## config.mk

```make
export PLATFORM = sky130hd
export DESIGN_NAME = tps_timer
export DESIGN_NICKNAME = d
export VERILOG_FILES = /design/src/tps_pkg.sv /design/src/tps_timer.sv
export VERILOG_INCLUDE_DIRS = /design/src
export SDC_FILE = /design/constraint.sdc
export NUM_CORES = 1
export LEC_CHECK = 0
export ABC_AREA = 1
export BUFFER_PORTS_ARGS = -buffer_cell sky130_fd_sc_hd__buf_4
export CAP_MARGIN = 5
export CORE_MARGIN = 2
export CORE_UTILIZATION = 38
export CTS_BUF_LIST = sky130_fd_sc_hd__clkbuf_4 sky130_fd_sc_hd__clkbuf_8
export DETAILED_ROUTE_END_ITERATION = 10
export SYNTH_ARGS = -nofsm -noshare
export SYNTH_HDL_FRONTEND = slang
export SYNTH_SLANG_ARGS = --single-unit
```

## constraint.sdc

```tcl
create_clock -name core_clk_i -period 2.3 [get_ports core_clk_i]
set_input_delay 0.46 -clock core_clk_i [delete_from_list [all_inputs] [get_ports core_clk_i]]
set_output_delay 0.46 -clock core_clk_i [all_outputs]
set_load 0.02 [all_outputs]
```

## src/tps_map.svh

```systemverilog
// Register map, field positions, reset values and counter maximum of the timer prescaler
//
// Contract
// Divide timer clock by 1, 2, 4, 8
// Prescale counter never visible to software
// Any count byte write clears prescaler
// Oscillator enabled only while enable bit set
// Oscillator keeps running during sleep
// Rollover sets overflow flag; FC00h gives 1024
// Software waits oscillator start-up before use
// 16-bit counter as two 8-bit registers
// Counter increments per prescaler tick, wrapping
`ifndef TPS_MAP_SVH
`define TPS_MAP_SVH

// Byte addresses on the APB bus
`define TPS_OFS_CTRL 12'h000
`define TPS_OFS_CNT_LO 12'h004
`define TPS_OFS_CNT_HI 12'h008
`define TPS_OFS_STATUS 12'h00c

// Control register fields
`define TPS_CTRL_RUN_BIT 0
`define TPS_CTRL_SRC_BIT 1
`define TPS_CTRL_OSC_BIT 3
`define TPS_CTRL_PS_LSB 4
`define TPS_CTRL_PS_MSB 5
`define TPS_CTRL_RST 8'h00
`define TPS_CTRL_WMASK 8'h3b

// Status register fields
`define TPS_STAT_OVF_BIT 0

// Reset values and counter maximum
`define TPS_CNT_RST 16'h0000
`define TPS_PSC_RST 3'h0
`define TPS_CNT_MAX 16'hffff

`endif

```

## src/tps_pkg.sv

```systemverilog
// Types shared by the timer prescaler block
`default_nettype none
package tps_pkg;

	// Control register layout
	typedef struct packed {
		logic [1:0] spare;
		logic [1:0] prescale_select;
		logic sec_osc_enable;
		logic rsvd;
		logic src_sel;
		logic run;
	} tps_ctrl_t;

	// Timer clock source choice
	typedef enum logic {
		TPS_SRC_CORE = 1'b0,
		TPS_SRC_SEC_OSC = 1'b1
	} tps_src_t;

	// APB request as seen by the slave
	typedef struct packed {
		logic sel;
		logic enable;
		logic write;
		logic [11:0] addr;
		logic [31:0] wdata;
	} tps_apb_req_t;

endpackage
`default_nettype wire

```

## src/tps_timer.sv

```systemverilog
// Timer prescaler, secondary oscillator control and 16-bit counter with APB registers
//
// The APB register port and the register offsets were chosen for this implementation.
`include "tps_map.svh"
`default_nettype none
module tps_timer (
	input wire logic core_clk_i,
	input wire logic arst_n_i,
	input wire logic psel_i,
	input wire logic penable_i,
	input wire logic pwrite_i,
	input wire logic [11:0] paddr_i,
	input wire logic [31:0] pwdata_i,
	output logic [31:0] prdata_o,
	output logic pready_o,
	output logic pslverr_o,
	input wire logic sleep_i,
	input wire logic crystal_in_pin_i,
	output logic crystal_amp_en_o,
	output logic overflow_flag_o
);

	tps_pkg::tps_apb_req_t req;
	tps_pkg::tps_ctrl_t timer_control_reg;
	logic [15:0] count;
	logic [2:0] psc;
	logic [2:0] psc_mask;
	logic overflow_flag;
	logic xtal_s1;
	logic xtal_s2;
	logic xtal_s3;
	logic osc_edge;
	logic src_event;
	logic tick;
	logic access;
	logic wr_ctrl;
	logic wr_lo;
	logic wr_hi;
	logic wr_stat;
	logic cnt_write;
	logic mapped;
	logic [31:0] next_rdata;

	assign req = '{sel: psel_i, enable: penable_i, write: pwrite_i,
		addr: paddr_i, wdata: pwdata_i};

	// Write takes effect in the access cycle in which pready is high
	assign access = req.sel && req.enable && pready_o;
	assign wr_ctrl = access && req.write && req.addr == `TPS_OFS_CTRL;
	assign wr_lo = access && req.write && req.addr == `TPS_OFS_CNT_LO;
	assign wr_hi = access && req.write && req.addr == `TPS_OFS_CNT_HI;
	assign wr_stat = access && req.write && req.addr == `TPS_OFS_STATUS;
	assign cnt_write = wr_lo || wr_hi;

	assign mapped = req.addr == `TPS_OFS_CTRL || req.addr == `TPS_OFS_CNT_LO ||
		req.addr == `TPS_OFS_CNT_HI || req.addr == `TPS_OFS_STATUS;

	// Read mux; prescale counter has no address
	always_comb begin
		next_rdata = 32'h0000_0000;
		unique case (req.addr)
			`TPS_OFS_CTRL: next_rdata[7:0] = timer_control_reg;
			`TPS_OFS_CNT_LO: next_rdata[7:0] = count[7:0];
			`TPS_OFS_CNT_HI: next_rdata[7:0] = count[15:8];
			`TPS_OFS_STATUS: next_rdata[`TPS_STAT_OVF_BIT] = overflow_flag;
			default: next_rdata = 32'h0000_0000;
		endcase
	end

	// One wait-free access cycle: answer prepared during setup
	always_ff @(posedge core_clk_i or negedge arst_n_i) begin
		if (!arst_n_i) begin
			pready_o <= 1'b0;
			pslverr_o <= 1'b0;
			prdata_o <= 32'h0000_0000;
		end else if (req.sel && !req.enable) begin
			pready_o <= 1'b1;
			pslverr_o <= !mapped;
			prdata_o <= req.write ? 32'h0000_0000 : next_rdata;
		end else begin
			pready_o <= 1'b0;
			pslverr_o <= 1'b0;
			prdata_o <= 32'h0000_0000;
		end
	end

	// Control register
	always_ff @(posedge core_clk_i or negedge arst_n_i) begin
		if (!arst_n_i) begin
			timer_control_reg <= `TPS_CTRL_RST;
		end else if (wr_ctrl) begin
			timer_control_reg <= req.wdata[7:0] & `TPS_CTRL_WMASK;
		end
	end

	// Oscillator enable ignores sleep_i on purpose
	always_ff @(posedge core_clk_i or negedge arst_n_i) begin
		if (!arst_n_i) begin
			crystal_amp_en_o <= 1'b0;
		end else begin
			crystal_amp_en_o <= timer_control_reg.sec_osc_enable; // see
		end
	end

	// Crystal clock synchroniser and rising edge detect
	always_ff @(posedge core_clk_i or negedge arst_n_i) begin
		if (!arst_n_i) begin
			xtal_s1 <= 1'b0;
			xtal_s2 <= 1'b0;
			xtal_s3 <= 1'b0;
		end else begin
			xtal_s1 <= crystal_in_pin_i;
			xtal_s2 <= xtal_s1;
			xtal_s3 <= xtal_s2;
		end
	end

	assign osc_edge = xtal_s2 && !xtal_s3 && crystal_amp_en_o;

	assign src_event = timer_control_reg.run &&
		(tps_pkg::tps_src_t'(timer_control_reg.src_sel) == tps_pkg::TPS_SRC_SEC_OSC ?
		osc_edge : 1'b1);

	// Divide ratio as a mask on the low prescaler bits
	always_comb begin
		unique case (timer_control_reg.prescale_select)
			2'h0: psc_mask = 3'h0;
			2'h1: psc_mask = 3'h1;
			2'h2: psc_mask = 3'h3;
			2'h3: psc_mask = 3'h7;
		endcase
	end

	assign tick = src_event && !cnt_write && (psc & psc_mask) == psc_mask;

	// Hidden prescale counter
	always_ff @(posedge core_clk_i or negedge arst_n_i) begin
		if (!arst_n_i) begin
			psc <= `TPS_PSC_RST;
		end else if (cnt_write) begin
			psc <= `TPS_PSC_RST;
		end else if (src_event) begin
			psc <= (psc & psc_mask) == psc_mask ? `TPS_PSC_RST : psc + 3'h1;
		end
	end

	// Counter pair; a byte write wins over a tick
	always_ff @(posedge core_clk_i or negedge arst_n_i) begin
		if (!arst_n_i) begin
			count <= `TPS_CNT_RST;
		end else if (wr_lo) begin
			count[7:0] <= req.wdata[7:0];
		end else if (wr_hi) begin
			count[15:8] <= req.wdata[7:0];
		end else if (tick) begin
			count <= count + 16'h0001;
		end
	end

	// Overflow flag, write one to clear; set wins
	always_ff @(posedge core_clk_i or negedge arst_n_i) begin
		if (!arst_n_i) begin
			overflow_flag <= 1'b0;
		end else if (tick && count == `TPS_CNT_MAX) begin
			overflow_flag <= 1'b1;
		end else if (wr_stat && req.wdata[`TPS_STAT_OVF_BIT]) begin
			overflow_flag <= 1'b0;
		end
	end

	always_ff @(posedge core_clk_i or negedge arst_n_i) begin
		if (!arst_n_i) begin
			overflow_flag_o <= 1'b0;
		end else begin
			overflow_flag_o <= overflow_flag;
		end
	end
endmodule
`default_nettype wire

```

==> metrics.txt, run 1 <==
outcome finished, final reports clean; setup tns final 0 ps; wire length per cell 12.6 microns; Worst-path clk slew 80 ps; Clock Skew ~11 ps; cts bufs inserted 5; DRC viols 0; Synth cell types 33; synth warn 0; Mapped Cells approximately 360; clk sinks 40; crit share post-route 0.741; peak supply drop roughly 230 uV; Hold/Removal Path Class in2async; DRT antenna net count 0; final instance area 2970 sq um; CP max FO 5; max FFs per register 16; core area 6680 sq um; f_max roughly 600 MHz; max cap viols 0; Worst setup EP type flop; post-synthesis register bit count 40; crit path time final 1700 ps; GRT overflow 0; share of layout cells above drive strength 1 0.160; Pwr per Cell Area 603 nW/um^2; number of cell rows 30; Placer Congestion between 0.8 and 0.9; RSZ-0062 raised after global routing false; Static Leak 0.00151 uW; post-placement cell area ~2900 sq um; syn_area_per_cell 7.13 sq um; Fillers 708; antenna violations before repair 0; H-tree Lvls 2; GRT Util Overall 0.176; Final Setup Violations 0; DIE AREA 7510 sq um; Final Power 1790 uW; Critical Path RT 2530 ps; sequential area share after synthesis 0.386; Starting Density 0.388; Clock Latency Late Sink 300 ps; Mapped Area 2590 sq um; pin count of the biggest net entering global routing 41; vias in the first global route approximately 2,200; crit path DAT roughly 1900 ps; synth-to-layout area growth 14.5%; vias per cell ~5; # IOs 87; DR vias between 2,000 and 2,500; # port buffers 37; Die Wd 86.6 microns; final wirelength 6.14 mm; DRT Pass-1 Iters 4; chip height roughly 87 microns; initial drt markers about 100; postcts setup bufs 0; Post-DP HPWL ~4.7 mm; Worst Setup Start Kind flop; Resize count post-CTS 0; first-pass GRT wire length 10.4 mm; Antenna diodes 0; Hold Vio Cnt, Final 0; clk root buf clkbuf_8; WS Path Type reg2reg; CTS tree built; Final nets 459; Slew Limit Fails 0; Max clock buf depth 2; hold_buf cts 0
-- placed cells by master (no fill, tap or decap), types with 3 or more instances in the layout --
cell        n
a21oi_1     4
buf_4      42
clkbuf_8    5
conb_1     24
dfrtp_1    40
inv_1      35
nand2_1   114
nand2_2     3
nand3_1    44
nand4_1     6
nor2_1     31
nor2_2      3
nor2_4      3
nor3_1      8
o211ai_1    4
o21ai_0    16
o21ai_1     4
-- area by class of cell --
class | count | area (sq um) | share of cell area
multi-input cells | 281 | 1330 | 0.448
flip-flops and latches | 40 | 1000 | 0.337
repair buffers | 42 | 315 | 0.106
inverters | 36 | 135 | 0.0455
well taps | 80 | 100 | 0.0337
clock buffers | 5 | 68.8 | 0.0232
clock inverters | 3 | 18.8 | 0.00632
-- critical path, stage by stage, from the launching register on --
cell and delay [ps]:
dfrtp_1 440, ha_1 210, nand2_1 110, nor2_1 280, nand4_1 180, or2_0 250, o21ai_0 160
-- where the power goes --
part	internal (uW)	total, uW	leakage [uW]	switching, uW
clock	212	475	0.0000479	263
combinational	184	488	0.000947	304
sequential	759	828	0.000518	68.4
total	1150	1790	0.00151	636
-- metrics by stage --
stage / cells / util / hold WS [ps] / setup WS [ps]
CTS: 487 / 0.445 / 144 / 611
floorplan: 387 / - / 164 / 743
global route: 487 / 0.445 / 170 / 397
detailed placement: 479 / 0.431 / 336 / 433
finish: 487 / 0.445 / 121 / 597
global placement: 479 / 0.431 / 333 / 453
-- metal layers --
| metal | track usage | up-vias | share of wire |
|---|---|---|---|
| met3 | 0.0305 | 11 | 0.038 |
| met4 | 0.0682 | 0 | 0.023 |
| met5 | 0 | - | 0 |
| met2 | 0.301 | 63 | 0.48 |
| met1 | 0.220 | 1079 | 0.46 |
| li1 | - | 1212 | - |
-- kinds of logic (layout without fill, tap and decap cells) --
kind of cell,count (synthesis),after routing,synth area share
AOI/OAI and AO/OA,33,33,0.0714
DFF,40,40,0.386
other,1,24,0.00145
xor gates and xnor gates,2,2,0.00675
buffers and inverters,66,86,0.135
adders and majority gates,2,2,0.00964
and+or+nand+nor,220,220,0.391
-- worst paths after layout --
kind                                   from  slack [ps]  depth (start not counted)                    to
hold / removal                     arst_n_i         120                          1             count[14]
max in group asynchronous          arst_n_i        1830                          1  timer_control_reg[0]
min in group core_clk_i    crystal_in_pin_i         260                          1               xtal_s1
setup / recovery                   count[1]         600                          6         overflow_flag
hold reg to reg                     xtal_s1         350                          0               xtal_s2
setup reg to reg                   count[1]         600                          6         overflow_flag
-- cell usage after synthesis, drive strengths merged --
master	number	share of area
a21oi	4	0.0077
buf	28	0.080
clkbuf	2	0.0029
conb	1	0.0014
dfrtp	40	0.39
ha	2	0.0096
inv	36	0.052
nand2	117	0.17
nand3	46	0.098
nand3b	2	0.0058
nand4	7	0.023
nor2	37	0.065
nor3	9	0.022
o211ai	4	0.012
o21a	1	0.0029
o21ai	20	0.039
o21bai	1	0.0029
o22ai	2	0.0048
o31ai	1	0.0029
or2	2	0.0048
xnor2	1	0.0034
xor2	1	0.0034
(Power assumes the default switching activity.)
==> run 2, diff against run 1 <==
--- a/config.mk
+++ b/config.mk
@@ -13,6 +13,7 @@
 export CORE_UTILIZATION = 38
 export CTS_BUF_LIST = sky130_fd_sc_hd__clkbuf_4 sky130_fd_sc_hd__clkbuf_8
 export DETAILED_ROUTE_END_ITERATION = 10
+export PLACE_DENSITY = 0.65
 export SYNTH_ARGS = -nofsm -noshare
 export SYNTH_HDL_FRONTEND = slang
 export SYNTH_SLANG_ARGS = --single-unit
==> constraint.sdc (replaced) <==
create_clock -name core_clk_i -period 1.4 [get_ports core_clk_i]
set_input_delay 0.28 -clock core_clk_i [delete_from_list [all_inputs] [get_ports core_clk_i]]
set_output_delay 0.28 -clock core_clk_i [all_outputs]
set_load 0.02 [all_outputs]
==> run 2 against run 1 <==
The run now ends with setup timing left. Sequential power is 63% higher. Non-clock buffer count rose by 43. Setup slack lost 620 ps. Highest routed layer unchanged. Power up 100%. Die area is the same. Critical endpoint is now count[2]. Largest cell class unchanged.
==> metrics.txt, run 2 (synthesized netlist as in run 1, its figures left out) <==
Hold/Removal Path Class in2reg; CP peak stage delay about 360 ps; max FFs per register 16; max cap viols 0; Hold Vio Cnt, Final 0; RSZ-0062 raised after global routing true; Final nets 503; clk root buf clkbuf_8; CP max FO 8; post-place setup slack -214 ps; Static Leak 0.00175 uW; Slew Limit Headroom 0.653; final instance area 3440 sq um; violated checks setup timing; most common cell after layout, fill and taps aside nand2_1; crit-path leading delay family simple AND/OR/NAND/NOR gates; crit-path cells nand2_1 -> nor2_4 -> nand3_4 -> nand4_4 -> nand2_2 -> nand2_1 -> nand2_1; CP max stage cell dfrtp_1; clk sinks 40; Final Setup Violations 9; DIE AREA 7510 sq um; DR vias 2,542; # IOs 87; GRT overflow 0; initial drt markers 112; Placer Congestion approximately 0.89; chip height 86.6 microns; WS Path Type reg2reg; DP Cell Count 517; first-pass GRT wire length 10.7 mm; Worst Setup Start Kind flop; pin count of the biggest net entering global routing 41; Antenna diodes 0; crit share post-route 1.01; Clock Latency Late Sink 300 ps; # port buffers 37; most numerous cell on the critical path nand2_1; GRT Util Overall 0.183; post-placement cell area around 3200 sq um; vias in the first global route 2,440; H-tree Lvls 2; WP buf/inv 0; Pwr per Cell Area 1050 nW/um^2; outcome finished, violations left; Max clock buf depth 2; cts bufs inserted 5; Critical Path RT 1600 ps; Starting Density 0.388; final core occ 0.515; Setup WS post-layout -20.8 ps; peak supply drop slightly below 500 uV; wire length per cell 12.2 microns; fin cells 531; Worst setup EP type flop; f_max a little over 700 MHz; Worst-path clk slew about 80 ps; antenna violations before repair 0; Post-DP HPWL 4.96 mm; Die Wd 86.6 microns; synth-to-layout area growth 32.7%; CTS tree built; number of cell rows 30; Slew Limit Fails 0; core area 6680 sq um; crit path DAT roughly 1600 ps; DRT Pass-1 Iters 4; final wirelength 6.47 mm; Clock Skew 3.65 ps; DRT antenna net count 0; most frequent cells in the layout 110 x nand2_1, 80 x buf_4, 42 x nand3_1; Final Power 3600 uW; share of layout cells above drive strength 1 0.273; vias per cell roughly 4.8; Slew @ Worst Pin 520 ps; crit path time final 1420 ps; DRC viols 0
run 2: cell types whose count changed in the layout (fill, tap and decap cells not counted), sizes merged:
cell         previous run  this run
clkinvlp                0         1
dlygate4sd3             0         1
buf                    42        84
bufinv                  0         1
inv                    36        37
nor2                   37        38
clkinv                  3         0
run 2: layout make-up:
cell class                      instances  area (sq um)
Clock buffer                            5          68.8
Clock inverter                          3          46.3
Fill cell                             630          3240
Inverter                               36           135
Multi-Input combinational cell        282          1430
Sequential cell                        40          1000
Tap cell                               80           100
Timing Repair Buffer                   85           664
run 2: repair_timing:
item                                    4_1_cts  5_1_grt
endpoints found under the setup margin       17       24
setup buffers                                 2        2
pin swaps                                     3       10
gates cloned                                  0        1
hold buffers                                  1        0
hold endpoints to repair                     40        0
resized for setup                             6       25
run 2: report_power, final:
part           total [uW]  internal [uW]  switching [uW]  leakage (uW)
registers            1350           1250             100      0.000518
logic                1270            598             669       0.00118
clock network         987            537             450     0.0000548
total                3600           2380            1220       0.00175
run 2: final timing paths:
kind / startpoint / to / slack [ps] / depth (start not counted)
min: crystal_in_pin_i / xtal_s1 / 80 / 1
max: pready_o / count[2] / -20 / 7
min in group asynchronous: arst_n_i / count[15] / 480 / 2
min reg2reg: xtal_s1 / xtal_s2 / 360 / 0
max reg2reg: pready_o / count[2] / -20 / 7
max in group asynchronous: arst_n_i / count[5] / 550 / 2
run 2: worst reg2reg max path, cell delays in order (launching register included):
cell and delay, ps:
dfrtp_1 360, nand2_1 90, nor2_4 190, nand3_4 170, nand4_4 200, nand2_2 160
nand2_1 90, nand2_1 50
run 2: routing by layer:
| layer | global-route usage | up-vias | wire (microns) |
|---|---|---|---|
| met2 | 0.333 | 61 | 3250 |
| met3 | 0.0390 | 14 | 267 |
| met5 | 0 | - | 0 |
| met1 | 0.207 | 1174 | 2760 |
| li1 | - | 1293 | - |
| met4 | 0.0696 | 0 | 195 |
run 2: through the flow:
step           TNS, ps  hold WS, ps
6_report          -111         77.2
5_1_grt          -1710         60.7
4_1_cts           -507         66.3
3_5_place_dp     -5250          294
3_3_place_gp     -5550          290
2_1_floorplan        0        -15.6
